===== src/inc/dac_i2c_map.svh =====
/*
 constants for the host-side i2c write controller: slave address,
 pointer codes, byte layouts and bus timing counts.
 assumes a 100 MHz system clock.
*/
`ifndef DAC_I2C_MAP_SVH
`define DAC_I2C_MAP_SVH
`define CLK_PERIOD_NS    10
`define SCL_PERIOD_NS    2500
`define QTR_CYCLES       ((`SCL_PERIOD_NS / 4 + `CLK_PERIOD_NS - 1) / `CLK_PERIOD_NS)
`define QTR_W            8
`define ADDR_UPPER       5'h15
`define RW_WRITE         1'h0
`define BURST_PTR        8'hff
`define LAST_CHANNEL     6'h27
`define CHAN_W           6
`define DATA_W           14
`define REGSEL_W         2
`define BIT_CNT_LAST     4'h8
`define ACK_BIT          4'h8
`endif


===== src/inc/dac_i2c_pkg.sv =====
/*
 types for the host-side i2c write controller.
 assumes dac_i2c_map.svh supplies the numeric constants.
*/
package dac_i2c_pkg;
    typedef enum logic [1:0]
    {
        CMD_SINGLE,
        CMD_MULTI,
        CMD_BURST
    } cmd_mode_e;

    typedef enum logic [3:0]
    {
        ST_IDLE,
        ST_START,
        ST_BIT,
        ST_STOP,
        ST_RSTART,
        ST_DONE
    } phase_e;

    typedef enum logic [2:0]
    {
        BY_ADDR,
        BY_PTR,
        BY_HI,
        BY_LO
    } byte_kind_e;
endpackage


===== src/design/dac_i2c_host.sv =====
/*
 host-side i2c master that writes channel data into the dac's serial port.
 assumes open-drain scl/sda with external pull-ups, resolved by the bench;
 the interface-select straps of the device are set by the board.
*/
// Summary of operation
// - sda only changes while scl is low, except start and stop
// - start is sda falling while scl is high
// - stop is sda rising while scl is high, ending the transaction
// - repeated start may replace stop; device accepts it directly
// - on a missing acknowledge the master reports failure for retry
// - direction bit of the address byte is always sent as 0
// - single mode: address, pointer, two data bytes, stop
// - without stop, another pointer and two bytes update a further channel
// - pointer ff starts burst at channel 0
// - lines are only pulled low or released, never driven high
// - serial mode with interface-select high, i2c with protocol-select low
`timescale 1ns/1ps
`include "dac_i2c_map.svh"

module dac_i2c_host
    import dac_i2c_pkg::*;
(
    input  wire logic        CLK,
    input  wire logic        RST,
    input  wire logic        REQ_VALID,
    input  wire logic [1:0]  REQ_MODE,
    input  wire logic        REQ_LAST,
    input  wire logic [5:0]  REQ_CHANNEL,
    input  wire logic [1:0]  REQ_REGSEL,
    input  wire logic [13:0] REQ_DATA,
    input  wire logic        ADDR_SEL_HI,
    input  wire logic        ADDR_SEL_LO,
    output logic             REQ_READY,
    output logic             DONE,
    output logic             NACK_ERR,
    output logic             BUSY,
    input  wire logic        SCL_I,
    output logic             SCL_O,
    output logic             SCL_OE,
    input  wire logic        SDA_I,
    output logic             SDA_O,
    output logic             SDA_OE
);
    phase_e              phase_q;
    byte_kind_e          kind_q;
    cmd_mode_e           mode_q;
    logic [`QTR_W-1:0]   tick_q;
    logic [1:0]          qtr_q;
    logic [3:0]          bit_q;
    logic [7:0]          shift_q;
    logic                scl_low_q;
    logic                sda_low_q;
    logic                ready_q;
    logic                done_q;
    logic                nack_q;
    logic                busy_q;
    logic                open_q;
    logic                last_q;
    logic [`CHAN_W-1:0]  chan_q;
    logic [`REGSEL_W-1:0] regsel_q;
    logic [`DATA_W-1:0]  data_q;
    logic [`CHAN_W-1:0]  burst_ch_q;
    logic                sda_s1_q;
    logic                sda_s2_q;

    // qtr_tick marks each quarter of an scl period
    wire qtr_tick  = (tick_q == `QTR_W'(`QTR_CYCLES - 1));
    // take on the registered ready the user sees, so no request is taken twice
    wire take      = REQ_VALID && REQ_READY;
    wire in_ack    = (bit_q == `ACK_BIT);
    wire byte_end  = qtr_tick && (qtr_q == 2'h3) && in_ack;
    wire ack_seen  = !sda_s2_q;
    wire burst_end = (burst_ch_q == `LAST_CHANNEL);

    function automatic logic [7:0] byte_for(input byte_kind_e k,
                                            input logic [5:0] ch,
                                            input cmd_mode_e m,
                                            input logic [1:0] rs,
                                            input logic [13:0] d,
                                            input logic a1,
                                            input logic a0);
        unique case (k)
            BY_ADDR: byte_for = {`ADDR_UPPER, a1, a0, `RW_WRITE};
            BY_PTR:  byte_for = (m == CMD_BURST) ? `BURST_PTR
                                                 : {2'h0, ch};
            BY_HI:   byte_for = {rs, d[13:8]};
            default: byte_for = d[7:0];
        endcase
    endfunction

    always_ff @(posedge CLK or posedge RST)
    begin
        if (RST)
        begin
            sda_s1_q <= 1'h1;
            sda_s2_q <= 1'h1;
        end
        else
        begin
            sda_s1_q <= SDA_I;
            sda_s2_q <= sda_s1_q;
        end
    end

    always_ff @(posedge CLK or posedge RST)
    begin
        if (RST)
            tick_q <= '0;
        else if (phase_q == ST_IDLE || phase_q == ST_DONE || qtr_tick)
            tick_q <= '0;
        else
            tick_q <= tick_q + `QTR_W'(1);
    end

    // next byte after an acknowledged byte
    wire byte_kind_e next_kind = byte_kind_e'(
        (kind_q == BY_ADDR) ? BY_PTR :
        (kind_q == BY_PTR)  ? BY_HI  :
        (kind_q == BY_HI)   ? BY_LO  : BY_PTR);
    wire byte_kind_e cont_kind = byte_kind_e'(
        (mode_q == CMD_BURST) ? BY_HI : BY_PTR);
    wire [`REGSEL_W-1:0] cont_rs = (mode_q == CMD_BURST) ? 2'h3 : REQ_REGSEL;

    always_ff @(posedge CLK or posedge RST)
    begin
        if (RST)
        begin
            phase_q    <= ST_IDLE;
            kind_q     <= BY_ADDR;
            mode_q     <= CMD_SINGLE;
            qtr_q      <= 2'h0;
            bit_q      <= 4'h0;
            shift_q    <= 8'h0;
            scl_low_q  <= 1'h0;
            sda_low_q  <= 1'h0;
            ready_q    <= 1'h0;
            done_q     <= 1'h0;
            nack_q     <= 1'h0;
            busy_q     <= 1'h0;
            open_q     <= 1'h0;
            last_q     <= 1'h0;
            chan_q     <= '0;
            regsel_q   <= '0;
            data_q     <= '0;
            burst_ch_q <= '0;
        end
        else
        begin
            done_q <= 1'h0;
            unique case (phase_q)
                ST_IDLE:
                begin
                    ready_q <= !take;
                    if (take)
                    begin
                        mode_q   <= cmd_mode_e'(REQ_MODE);
                        last_q   <= REQ_LAST;
                        chan_q   <= REQ_CHANNEL;
                        regsel_q <= (cmd_mode_e'(REQ_MODE) == CMD_BURST)
                                    ? 2'h3 : REQ_REGSEL;
                        data_q   <= REQ_DATA;
                        busy_q   <= 1'h1;
                        nack_q   <= 1'h0;
                        qtr_q    <= 2'h0;
                        if (open_q)
                        begin
                            // continuation: skip address and start
                            kind_q  <= cont_kind;
                            shift_q <= byte_for(cont_kind, REQ_CHANNEL,
                                       mode_q, cont_rs, REQ_DATA,
                                       ADDR_SEL_HI, ADDR_SEL_LO);
                            bit_q   <= 4'h0;
                            phase_q <= ST_BIT;
                        end
                        else
                        begin
                            kind_q     <= BY_ADDR;
                            burst_ch_q <= '0;
                            shift_q    <= byte_for(BY_ADDR, REQ_CHANNEL,
                                          cmd_mode_e'(REQ_MODE), REQ_REGSEL,
                                          REQ_DATA, ADDR_SEL_HI,
                                          ADDR_SEL_LO);
                            phase_q    <= ST_START;
                        end
                    end
                end
                ST_START, ST_RSTART:
                begin
                    // sda falls while scl released high, then scl falls
                    if (qtr_tick)
                    begin
                        qtr_q <= qtr_q + 2'h1;
                        if (qtr_q == 2'h0)
                        begin
                            sda_low_q <= 1'h0;
                            scl_low_q <= 1'h0;
                        end
                        if (qtr_q == 2'h1)
                            sda_low_q <= 1'h1;
                        if (qtr_q == 2'h2)
                            scl_low_q <= 1'h1;
                        if (qtr_q == 2'h3)
                        begin
                            bit_q   <= 4'h0;
                            phase_q <= ST_BIT;
                        end
                    end
                end
                ST_BIT:
                begin
                    if (qtr_tick)
                    begin
                        qtr_q <= qtr_q + 2'h1;
                        if (qtr_q == 2'h0)
                            sda_low_q <= in_ack ? 1'h0 : !shift_q[7];
                        if (qtr_q == 2'h1)
                            scl_low_q <= 1'h0;
                        if (qtr_q == 2'h2 && in_ack && !ack_seen)
                            nack_q <= 1'h1;
                        if (qtr_q == 2'h3)
                        begin
                            scl_low_q <= 1'h1;
                            if (!in_ack)
                            begin
                                shift_q <= {shift_q[6:0], 1'h0};
                                bit_q   <= bit_q + 4'h1;
                            end
                        end
                    end
                    if (byte_end)
                    begin
                        qtr_q <= 2'h0;
                        bit_q <= 4'h0;
                        if (nack_q)
                            phase_q <= ST_STOP;
                        else if (kind_q == BY_LO)
                        begin
                            // the device commits the channel here
                            if (mode_q == CMD_BURST)
                                burst_ch_q <= burst_ch_q + `CHAN_W'(1);
                            if (mode_q == CMD_BURST && burst_end)
                                mode_q <= CMD_MULTI;
                            phase_q <= (last_q || mode_q == CMD_SINGLE)
                                       ? ST_STOP : ST_DONE;
                        end
                        else if (kind_q == BY_PTR && mode_q == CMD_BURST
                                 && !open_q)
                        begin
                            kind_q  <= BY_HI;
                            shift_q <= byte_for(BY_HI, chan_q, mode_q,
                                       regsel_q, data_q, 1'h0, 1'h0);
                        end
                        else
                        begin
                            kind_q  <= next_kind;
                            shift_q <= byte_for(next_kind, chan_q, mode_q,
                                       regsel_q, data_q, 1'h0, 1'h0);
                        end
                    end
                end
                ST_STOP:
                begin
                    if (qtr_tick)
                    begin
                        qtr_q <= qtr_q + 2'h1;
                        if (qtr_q == 2'h0)
                            sda_low_q <= 1'h1;
                        if (qtr_q == 2'h1)
                            scl_low_q <= 1'h0;
                        if (qtr_q == 2'h2)
                            sda_low_q <= 1'h0;
                        if (qtr_q == 2'h3)
                        begin
                            open_q  <= 1'h0;
                            phase_q <= ST_DONE;
                        end
                    end
                end
                default:
                begin
                    // ST_DONE: report, keep bus held if no stop was sent
                    if (phase_q == ST_DONE && busy_q)
                    begin
                        done_q  <= 1'h1;
                        busy_q  <= 1'h0;
                        open_q  <= !(last_q || mode_q == CMD_SINGLE
                                     || nack_q);
                        ready_q <= 1'h1;
                        phase_q <= ST_IDLE;
                    end
                    else
                    begin
                        ready_q <= 1'h1;
                        phase_q <= ST_IDLE;
                    end
                end
            endcase
        end
    end

    always_ff @(posedge CLK or posedge RST)
    begin
        if (RST)
        begin
            REQ_READY <= 1'h0;
            DONE      <= 1'h0;
            NACK_ERR  <= 1'h0;
            BUSY      <= 1'h0;
            SCL_O     <= 1'h0;
            SCL_OE    <= 1'h0;
            SDA_O     <= 1'h0;
            SDA_OE    <= 1'h0;
        end
        else
        begin
            REQ_READY <= ready_q && !take;
            DONE      <= done_q;
            NACK_ERR  <= nack_q;
            BUSY      <= busy_q;
            SCL_O     <= 1'h0;
            SCL_OE    <= scl_low_q;
            SDA_O     <= 1'h0;
            SDA_OE    <= sda_low_q;
        end
    end
endmodule


===== config.mk =====
export PLATFORM = sky130hd
export DESIGN_NAME = dac_i2c_host
export DESIGN_NICKNAME = d
export VERILOG_FILES = /design/src/inc/dac_i2c_pkg.sv /design/src/design/dac_i2c_host.sv
export VERILOG_INCLUDE_DIRS = /design/src /design/src/inc
export SDC_FILE = /design/constraint.sdc
export NUM_CORES = 1
export LEC_CHECK = 0
export BUFFER_PORTS_ARGS = -buffer_cell sky130_fd_sc_hd__buf_2
export CAP_MARGIN = 40
export CORE_AREA = 2 2 111 113
export CTS_CLUSTER_SIZE = 8
export DETAILED_ROUTE_END_ITERATION = 8
export DIE_AREA = 0 0 113 115
export SLEW_MARGIN = 20
export SYNTH_ARGS = -nofsm -noshare
export SYNTH_HDL_FRONTEND = slang
export SYNTH_SLANG_ARGS = --single-unit

===== constraint.sdc =====
create_clock -name CLK -period 3.2 [get_ports CLK]
set_clock_uncertainty 0.15 [all_clocks]
set_input_delay 0.32 -clock CLK [delete_from_list [all_inputs] [get_ports CLK]]
set_output_delay 0.32 -clock CLK [all_outputs]
set_load 0.05 [all_outputs]

Word-level counts from Yosys, hierarchy flattened
Cells that the tools add are included.

Add/sub/neg operators: 4. Equality and inequality tests: 43. Muxes and demuxes: 96. Bitwise operators: 2. Reductions and logical operators: 48.

Operators by type and width (count): $mux 8 (12); $mux 4 (16); $pmux 8 s3 (2); $mux 6 (6); $mux 2 (17); $ne 2x2->1 const B (16); $mux 1 (25); $ne 3x3->1 const B (7); $reduce_and 7->1 (3); $pmux 4 s4 (1); $pmux 8 s2 (1); $mux 3 (5); $eq 2x2->1 const B (6); $pmux 4 s3 (1); $pmux 6 s2 (1); $logic_and 1x1->1 (10); $reduce_and 5->1 (2); $logic_not 3->1 (3); $reduce_bool 3->1 (3); $add 8x1->8 const B (1); $eq 4x2->1 const B (2); $eq 4x3->1 const B (2); $eq 8x6->1 const B (1); $pmux 1 s2 (4); other kinds (28) (46).

Register bits: 75. Input port bits: 32. Output and inout bits: 8. Logic and storage cells: 220.

Logic depth before layout (Yosys ltp)
Gate-level depths: netlist (run 1).

Depth in word-level cells: 11. Gate-level depth with buffers: 8. Gate-level depth less buffers: 7.

Worst setup path after synthesis (run 1)
OpenSTA, ideal clock, no wires.

Path kind: register to register. From: reg tick_q[0]. To: reg kind_q[1]. Arrival: 1.785 ns. Slack: 1.138 ns. Stages on the path, launching flop included: 8. Buffers on the path: 0. Path through: dfrtp_1 > inv_1 > ha_1 > nor3b_2 > and4_1 > nor2_1 > and4b_1 > mux2_1.

Word-level cells in the longest chain between the ends: 5.

Ends and longest elaborated chain: start, declared (RTL line dac_i2c_host.sv:48) `` logic [`QTR_W-1:0] tick_q; ``; start signal, assigned (RTL line dac_i2c_host.sv:113) `` tick_q <= tick_q + `QTR_W'(1); ``; $eq 8x6->1 (RTL line dac_i2c_host.sv:68) `` wire qtr_tick = (tick_q == `QTR_W'(`QTR_CYCLES - 1)); ``; $logic_and 1x1->1 (2 in series) (RTL line dac_i2c_host.sv:72) `wire byte_end = qtr_tick && (qtr_q == 2'h3) && in_ack;`; $ne 2x2->1 (no line); $reduce_and 5->1 (no line); end signal, assigned (RTL line dac_i2c_host.sv:169) `kind_q <= cont_kind;`; end signal, assigned (RTL line dac_i2c_host.sv:256) `kind_q <= next_kind;`; end, declared (RTL line dac_i2c_host.sv:46) `byte_kind_e kind_q;`.

No other way between the ends. A chain may end at the register's enable or synchronous reset.

Worst setup path in the final report (run 1)
From: reg phase_q[2]. To: reg kind_q[1].

Word-level cells in the longest chain between the ends: 3.

Ends and longest elaborated chain: start, declared (RTL line dac_i2c_host.sv:45) `phase_e phase_q;`; start signal, assigned (RTL line dac_i2c_host.sv:244) `phase_q <= (last_q || mode_q == CMD_SINGLE)`; $eq 4x2->1 / $logic_not 4->1 (equally long branches) (RTL line dac_i2c_host.sv:151) `unique case (phase_q)`; $ne 2x2->1 (no line) / $reduce_bool 2->1 (equally long branches); $reduce_and 5->1 (no line).

Parallel ways exist; a longest one is shown, timed or not.

==> metrics.md, run 1 <==
| Metric | Value |
|---|---|
| Outcome | completed |
| Antenna viol nets, final | 0 |
| CP max stage cell | dfrtp_1 |
| Synthesized cell area | 4020 um^2 |
| # fillers | around 1.2k |
| Via count | 3385 |
| Kind of critical path | reg2reg |
| Clk root buf | clkbuf_16 |
| Initial DRT Pass Iterations | 4 |
| Clk buf depth | 2 |
| Fin nets | 532 |
| Syn Inst Count | roughly 450 |
| Final hold viol count | 0 |
| Critical Path Fanout Max | 19 |
| Gr ovfl total | 0 |
| Vias per cell | between 5 and 6 |
| CP peak stage delay | just under 0.6 ns |
| Post-detail-place hpwl | ~6600 um |
| Max Fclk | about 390 MHz |
| Post-CTS Resized | 0 |
| Met2 GRT Util | 24.5% |
| Clock latency on the worst-skew pair | 0.34 ns |
| Area grow syn2layout | 16.6% |
| Total Routed Length | between 9000 and 10000 um |
| Routed WL per cell | 14.9 um |
| Starting density of the core | 34.0% |
| Actual slew at the worst max-slew pin | roughly 0.67 ns |
| Grt peak-use layer | met2 |
| Core footprint | 11800 um^2 |
| Avg Synthesized Cell Area | 8.92 um^2 |
| P_int | 2.49 mW |
| Most instantiated cells after synthesis | nand2_1 (101), dfrtp_1 (71), nor2_1 (40), o21ai_0 (22), a21oi_1 (20) |
| Yosys reg bits | 73 |
| Worst hold-check path type | in2reg |
| Post-synth top area cell | dfrtp_1 |
| Met3 usage | 3.11% |
| CTS sink cnt | 73 |
| Signal arrival time at the worst endpoint | 2.65 ns |
| Area contributors post-synth | dfrtp_1 (44%), nand2_1 (9.4%), ha_1 (4.4%) |
| Clock-pin transition on the worst setup and hold timing paths | around 0.06 ns |
| Share of cells above drive strength 1 | 15.7% |
| Max IR drop VDD | 309 uV |
| Endpoint class of the critical path | flop |
| Fin util | 39.7% |
| Distinct cells, synth | 65 |
| Initial antenna violation count | 0 |
| Ports | 40 |
| Register area share after synthesis | 45.5% |
| CTS buffer count | 9 |
| Residual DRC count | 0 |
| Yosys top cell area share | 44.2% |
| Post-synth EDFFs | 0 |
| Die X | 113 um |
| Unrepaired setup endpoints after global routing | no |
| CP startpoint kind | flop |
| Fin crit share | 80.5% |
| Gp weighted congestion | 0.792 |
| Initial drt markers | 255 |
| Die height | 115 um |
| Slew Viols, Final | 0 |
| Crit path top cell by count | nor2_1 |
| Most numerous cell in the Yosys netlist | nand2_1 |
| Clock Power Share | around a quarter |
| Setup TNS | 0 ns |
| Max-slew headroom | 55.5% |
| Gr usage total | 15.7% |
| Yosys warning total | 0 |
| # port buffers | 36 |
| Sequential power share | about 37% |
| First-pass GRT wire length | roughly 16000 um |
| Antenna diode count | 0 |
| Vias in the first global route | between 3k and 4k |
| Asr flop ratio synth | 100% |
| Main synth FF type | dfrtp_1 |
| CTS tree | done |
| Worst EP required | 3.27 ns |
| Global routing usage on met1 | about a fifth |
| Row cnt | 40 |
| Final setup vio count | 0 |
| CTS H-Tree Depth | 3 |
| Switching Power | 1.62 mW |
| Final min period | ~2.6 ns |
| Power per cell area | 878 nW/um^2 |
| Max_cap viols | 0 |
| Largest net degree at the start of global routing | 74 |
| Critical-path cell list | nor2_1, nand2_1, nor2_1, and4b_1, mux2_1 |
| Worst reg2reg setup slack | 0.62 ns |
| Switching Share | 39.4% |
| Die Area | 13000 um^2 |
| Combinational share of power | 38.0% |
| Leak Pwr | about 2.2 nW |
-- stage by stage --
stage / hold slack (ns) / power (mW) / setup WS (ns) / instances / cell area (um^2)
finish: 0.0228 / 4.11 / 0.625 / 638 / 4690
detailed placement: 0.190 / 3.08 / 0.705 / 620 / 4360
floorplan: 0.174 / 2.66 / 0.880 / 452 / 4030
global placement: 0.189 / 3.04 / 0.768 / 620 / 4360
global route: 0.0334 / 4.44 / 0.476 / 638 / 4690
CTS: 0.0166 / 4.14 / 0.696 / 638 / 4690
-- what timing repair did --
action	CTS	global route
endpoints found under the hold margin	72	0
hold buffers	2	0
setup buffers	0	0
-- layer usage --
| layer | part of all wire, % | vias up |
|---|---|---|
| met1 | 47 | 1633 |
| met2 | 47 | 83 |
| met5 | 0 | - |
| li1 | - | 1659 |
| met4 | 1.6 | 0 |
| met3 | 3.8 | 10 |
-- critical path: cells and delay by family, from the launching register on --
kind,cells,cell delay [ns]
muxes,1,0.31
and+or+nand+nor,4,1.41
DFF,1,0.59
-- placed cells by master, fill, tap and decap left out, drive strengths merged, types with 4 or more instances in the layout --
cell    count
a21oi      20
nand2     101
clkbuf     14
a31oi       4
xor2        4
xnor2       4
o22ai       6
buf        47
a211oi      6
and3        6
o21ai      26
nor2b       5
a221oi      5
dfrtp      71
o41ai       5
nand3      11
nor2       40
inv        17
nor3        7
ha         14
mux2i       8
o31ai       6
o221ai     10
-- kinds of logic after synthesis --
family | share of synthesized area, %
buf+inv | 4.76
mux | 2.83
flops | 45.5
fa+ha+maj | 4.64
xor+xnor | 1.74
compound gates | 18.2
other cells | 0.0933
simple gates | 22.3
-- worst paths after layout --
kind / start / endpoint / cells after the start
setup / recovery: phase_q[2] / kind_q[1] / 5
hold / removal: REQ_DATA[3] / data_q[3] / 3
setup reg to reg: phase_q[2] / kind_q[1] / 5
hold reg to reg: done_q / DONE / 0
max in group asynchronous: RST / sda_s1_q / 4
min in group asynchronous: RST / bit_q[0] / 4
-- registers in the layout, indices dropped and copies added (netlist names), 2 cells and up --
register	count
qtr_q	2
kind_q	2
tick_q	8
burst_ch_q	6
chan_q	6
data_q	14
regsel_q	2
bit_q	4
phase_q	3
mode_q	2
shift_q	8
-- power by group through the flow --
stage	registers (mW)	clock network (mW)	logic, mW
after global routing	1.56	1.10	1.77
after CTS	1.52	1.06	1.57
after detailed placement	1.52	0	1.56
after floorplan	1.42	0	1.24
final	1.52	1.03	1.56
after global placement	1.52	0	1.52
-- cell type report --
type | count | area (um^2) | area share [%]
clock buffers | 14 | 274 | 5.84
repair buffers | 49 | 295 | 6.30
well taps | 147 | 184 | 3.92
flip-flops and latches | 73 | 1830 | 39.0
inverters | 17 | 63.8 | 1.36
clock inverters | 2 | 35.0 | 0.747
multi-input cells | 336 | 2010 | 42.8
No activity file was read; power rests on OpenSTA's default activity.
==> run 2, diff against run 1 <==
- clock period: 3.2 -> 2.7 ns (I/O delays scaled with it)
==> run 2 against run 1 <==
Net effect:
- global-route usage increased by 0.15 points
- hold slack got worse by 0.019 ns
- critical endpoint is now burst_ch_q[3]
- largest cell class unchanged
- sequential share of layout area decreased by 1.5 points
- critical path type unchanged
- worst setup slack got worse by 0.37 ns
==> metrics.md, run 2 (synthesized netlist as in run 1, its figures left out) <==
| Metric | Value |
|---|---|
| Outcome | completed |
| Fin util | 41.3% (+1.6 points) |
| Core footprint | 11800 um^2 (unchanged) |
| Clk buf depth | 2 (unchanged) |
| Finished Cell Area | 4880 um^2 (+4.0%) |
| Die height | 115 um (unchanged) |
| Clock latency on the worst-skew pair | 0.34 ns (about the same) |
| Leak Pwr | 2.27 nW (+3.8%) |
| Starting density of the core | 34.0% (unchanged) |
| Final min period | 2.44 ns (-0.134 ns) |
| Antenna viol nets, final | 0 (unchanged) |
| CTS sink cnt | 73 (unchanged) |
| Clock-pin transition on the worst setup and hold timing paths | 0.06 ns (about the same) |
| CTS H-Tree Depth | 3 (unchanged) |
| CP startpoint kind | flop |
| Worst hold-check path type | in2reg |
| Ports | 40 (unchanged) |
| Post-detail-place hpwl | 6810 um (+3.4%) |
| Initial antenna violation count | 0 (unchanged) |
| Initial drt markers | 195 (-24%) |
| Kind of critical path | reg2reg |
| Vias in the first global route | 3281 (+0.31%) |
| Fin nets | 551 (+3.6%) |
| Hold path depth | 3 (unchanged) |
| First-pass GRT wire length | 16300 um (about the same) |
| Vias per cell | 5.23 (-1.4%) |
| CTS buffer count | 9 (unchanged) |
| Unrepaired setup endpoints after global routing | no |
| Setup TNS | 0 ns (unchanged) |
| Antenna diode count | 0 (unchanged) |
| Worst reg2reg path startpoint | tick_q[0] |
| Post-CTS Setup Bufs | 0 (unchanged) |
| Actual slew at the worst max-slew pin | 0.756 ns (+0.0893 ns) |
| Final hold viol count | 0 (unchanged) |
| Critical Path Fanout Max | 11 (-8) |
| Gp weighted congestion | 0.834 (+5.3%) |
| Hold slack final | 0.00341 ns (-0.0194 ns) |
| Die X | 113 um (unchanged) |
| Fin crit share | 90.4% (+9.9 points) |
| Row cnt | 40 (unchanged) |
| Largest registers | data_q: 14 flops, shift_q: 8 flops, tick_q: 8 flops |
| Most frequent cells in the layout | nand2_1 (101), dfrtp_1 (71), nor2_1 (39), buf_2 (36), o21ai_0 (22) |
| Max_cap viols | 0 (unchanged) |
| Initial DRT Pass Iterations | 5 (+1) |
| Largest net degree at the start of global routing | 38 (-49%) |
| Max-slew headroom | 49.6% (-6.0 points) |
| Placed cell areas | 4390 um^2 (+0.69%) |
| Max Fclk | 410 MHz (+5.5%) |
| Hold path start | REQ_CHANNEL[3] |
| Endpoint class of the critical path | flop |
| Routed WL per cell | 15.0 um (+0.45%) |
| Worst reg2reg setup slack | 0.26 ns (-0.37 ns) |
| Share of cells above drive strength 1 | 16.3% (+0.59 points) |
| Clk root buf | clkbuf_16 |
| Residual DRC count | 0 (unchanged) |
| Biggest register | data_q |
| Total Routed Length | 9850 um (+3.4%) |
| Slew Viols, Final | 0 (unchanged) |
| Final setup vio count | 0 (unchanged) |
| CTS tree | done |
| Die Area | 13000 um^2 (unchanged) |
| Max IR drop VDD | 391 uV (+26%) |
| Via count | 3437 (+1.5%) |
| Gr usage total | 15.9% (+0.15 points) |
| Worst EP required | 2.83 ns (-0.44 ns) |
| Most common cell after layout, fill and taps aside | nand2_1 |
| # fillers | 1155 (-3.3%) |
| Hold Path Sink | chan_q[3] |
| R2R Path End | burst_ch_q[3] |
| # port buffers | 36 (unchanged) |
| Gr ovfl total | 0 (unchanged) |
| Power per cell area | 1020 nW/um^2 (+16%) |
| Reg2reg path depth | 7 (+2) |
| Largest register FFs | 14 (unchanged) |
| Signal arrival time at the worst endpoint | 2.57 ns (-0.08 ns) |
| Area grow syn2layout | 21.3% |
## run 2: power breakdown
part	switching, mW	internal [mW]
Clock	0.449	0.789
Sequential	0.306	1.44
Combinational	1.21	0.782
## run 2: repair_timing
| action | 4_1_cts | 5_1_grt |
|---|---|---|
| hold buffers | 17 | 0 |
| endpoints found under the hold margin | 40 | 0 |
| endpoints found under the setup margin | 0 | 0 |
| gates resized for setup | 0 | 0 |
## run 2: critical path, cell delays in order (launching register included)
cell and delay, ns:
dfrtp_1 0.41, inv_1 0.07, ha_1 0.13, nor3b_2 0.35, and4_1 0.37, o22ai_1 0.28, or4b_1 0.54, nand2_1 0.08
## run 2: per-stage QoR
step | power (mW) | setup slack [ns] | std cells
6_report | 4.97 | 0.259 | 657
5_1_grt | 5.35 | 0.0541 | 657
4_1_cts | 4.99 | 0.288 | 657
3_5_place_dp | 3.71 | 0.312 | 624
3_3_place_gp | 3.66 | 0.311 | 624
2_1_floorplan | 3.15 | 0.430 | 452
## run 2: layout make-up
class	instances	area [um^2]	area share [%]
tap	147	184	3.77
multi-input combinational	336	2010	41.2
timing repair buffer	68	475	9.75
inverter	17	63.8	1.31
clock inverter	4	50.0	1.03
sequential	73	1830	37.5
clock buffer	12	267	5.47
## run 2: how the worst max path moves through the flow
stage / from / to / slack [ns] / cells after the start
3_5_place_dp: bit_q[0] / burst_ch_q[0] / 0.31 / 6
5_1_grt: tick_q[0] / burst_ch_q[3] / 0.05 / 7
4_1_cts: tick_q[0] / burst_ch_q[3] / 0.29 / 7
6_report: tick_q[0] / burst_ch_q[3] / 0.26 / 7
3_3_place_gp: bit_q[0] / burst_ch_q[0] / 0.31 / 6
2_1_floorplan: RST / BUSY / 0.43 / 1
## run 2: routing by layer
layer	track usage, %	wire, um
met5	0	0
met4	5.20	187
met3	3.37	399
met2	25.8	4710
met1	21.3	4550
==> run 3, diff against run 2 <==
- CORE_AREA: 2 2 111 113 -> 2 2 99 101
- DIE_AREA: 0 0 113 115 -> 0 0 101 103
- TNS_END_PERCENT: not set -> 10
==> run 3 against run 2 <==
Net effect:
- non-clock buffer count is 7 higher
- highest routed layer unchanged
- hold slack improved by 0.015 ns
- largest power group unchanged
- first-iteration DRC count increased by 14%
- sequential share of layout area rose by 0.95 points
- cell area shrank 2.5%
- sequential cell count stayed put
- register-to-register slack gained 0.07 ns
- via count barely moved
- combinational power hardly changed
- cell count shrank 4.0%
- critical path depth is the same
- clock power fell by 38%
==> metrics.md, run 3 (synthesized netlist as in run 1, its figures left out) <==
| Metric | Value |
|---|---|
| Worst path top cell family by delay | simple AND/OR/NAND/NOR gates |
| Gr usage total | 20.2% (+4.3 points) |
| Kind of critical path | reg2reg |
| Core footprint | 9460 um^2 (-20%) |
| Starting density of the core | 42.5% (+8.5 points) |
| Fin nets | 558 (+1.3%) |
| Antenna diode count | 0 (unchanged) |
| Max Fclk | 422 MHz (+3.0%) |
| Post-detail-place hpwl | 6510 um (-4.4%) |
| Via count | 3439 (+0.058%) |
| Vias in the first global route | 3359 (+2.4%) |
| Max-slew headroom | 56.2% (+6.7 points) |
| Routed WL per cell | 15.3 um (+2.0%) |
| Die height | 103 um (-10%) |
| Setup TNS | 0 ns (unchanged) |
| Endpoint class of the critical path | flop |
| Clk root buf | clkbuf_8 |
| Initial antenna violation count | 0 (unchanged) |
| Slew Viols, Final | 0 (unchanged) |
| Hold path start | REQ_REGSEL[1] |
| Vias per cell | 5.45 (+4.2%) |
| CTS tree | done |
| CP max stage cell | or4b_1 |
| Bufs and invs on worst path | 1 (unchanged) |
| Actual slew at the worst max-slew pin | 0.656 ns (-0.100 ns) |
| Largest net degree at the start of global routing | 38 (unchanged) |
| Global routing usage on met1 | 27.7% (+6.5 points) |
| Met2 GRT Util | 32.3% (+6.5 points) |
| Final setup vio count | 0 (unchanged) |
| Grt peak-use layer | met2 |
| Die X | 101 um (-11%) |
| Die Area | 10400 um^2 (-20%) |
| Most frequent cells in the layout | nand2_1 (101), dfrtp_1 (71), nor2_1 (39), buf_2 (36), dlygate4sd3_1 (23) |
| Initial drt markers | 223 (+14%) |
| CTS buffer count | 9 (unchanged) |
| Critical-path cell list | inv_1, ha_1, nor3b_2, and4_1, o22ai_1, or4b_1, nand2_1 |
| Biggest register | data_q |
| Pre-CTS WS | 0.373 ns (+0.0609 ns) |
| Power per cell area | 949 nW/um^2 (-7.0%) |
| CTS H-Tree Depth | 3 (unchanged) |
| Antenna viol nets, final | 0 (unchanged) |
| Gp weighted congestion | 0.833 (about the same) |
| Clock-pin transition on the worst setup and hold timing paths | 0.07 ns (about the same) |
| Clock latency on the worst-skew pair | 0.35 ns (about the same) |
| Outcome | completed |
| Max IR drop VDD | 370 uV (-5.4%) |
| Final hold viol count | 0 (unchanged) |
| Worst reg2reg setup slack | 0.33 ns (+0.07 ns) |
| Worst EP required | 2.84 ns (about the same) |
| Initial DRT Pass Iterations | 4 (-1) |
| Final Power | 4.51 mW (-9.3%) |
| Max_cap viols | 0 (unchanged) |
| Gr ovfl total | 0 (unchanged) |
| Most common cell after layout, fill and taps aside | nand2_1 |
| Ports | 40 (unchanged) |
| Final min period | 2.37 ns (-0.0701 ns) |
| CP peak stage delay | 0.51 ns (-0.03 ns) |
| Critical Path Fanout Max | 7 (-4) |
| Worst setup margin | 0.329 ns (+0.0701 ns) |
| CTS sink cnt | 73 (unchanged) |
| Unrepaired setup endpoints after global routing | no |
| Share of cells above drive strength 1 | 15.3% (-0.99 points) |
| Area grow syn2layout | 18.3% |
| Row cnt | 36 (-10%) |
| Worst reg2reg path startpoint | tick_q[0] |
| Post-CTS Resized | 0 (unchanged) |
| Worst Setup SP | tick_q[0] |
| # port buffers | 36 (unchanged) |
| Fin crit share | 87.8% (-2.6 points) |
| Largest register FFs | 14 (unchanged) |
| Clk buf depth | 2 (unchanged) |
| CP startpoint kind | flop |
| First-pass GRT wire length | 16300 um (-0.17%) |
| Met3 usage | 2.92% (-0.46 points) |
| Post-CTS Setup Bufs | 0 (unchanged) |
| Fin util | 50.3% (+9.0 points) |
| # fillers | 890 (-23%) |
| Total Routed Length | 9650 um (-2.0%) |
| Leak Pwr | 2.23 nW (-1.6%) |
| Residual DRC count | 0 (unchanged) |
| Worst hold-check path type | in2reg |
| Largest registers | data_q: 14 flops, shift_q: 8 flops, tick_q: 8 flops |
| Signal arrival time at the worst endpoint | 2.51 ns (-0.06 ns) |
| Hold slack final | 0.0187 ns (+0.0153 ns) |
run 3: tightest hold or removal path, cell delays in order:
cell and delay (ns):
buf_2 0.08, o21ai_0 0.07, nand2_1 0.06
run 3: where the power goes:
part	switching [mW]	internal (mW)	total (mW)
clock network	0.379	0.387	0.766
logic	1.17	0.804	1.97
registers	0.338	1.44	1.78
run 3: final timing paths:
check / end / cells past startpoint
max in group asynchronous: data_q[13] / 4
hold reg to reg: DONE / 0
hold / removal: regsel_q[1] / 3
min in group asynchronous: chan_q[4] / 3
setup reg to reg: burst_ch_q[3] / 7
setup / recovery: burst_ch_q[3] / 7
run 3: through the flow:
step,cell area (um^2),cells
after floorplan,4030,452
after global placement,4360,592
after detailed placement,4360,592
after CTS,4760,631
after global routing,4760,631
final,4760,631
run 3: layer usage:
metal	share of wire (%)	routed length, um	vias to the layer above
met5	0	0	-
met1	48	4670	1666
met4	1.6	155	0
li1	-	-	1709
met2	47	4540	53
met3	2.9	284	11
run 3: layout make-up:
type	instances	area [um^2]	area share, %
repair buffers	75	543	11.4
clock buffers	16	170	3.58
flip-flops and latches	73	1830	38.5
inverters	17	63.8	1.34
multi-input cells	336	2010	42.2
well taps	114	143	3.00
run 3: timing repair:
action,CTS,global route
hold endpoints to repair,43,0
hold buffers,23,0
endpoints found under the setup margin,0,0
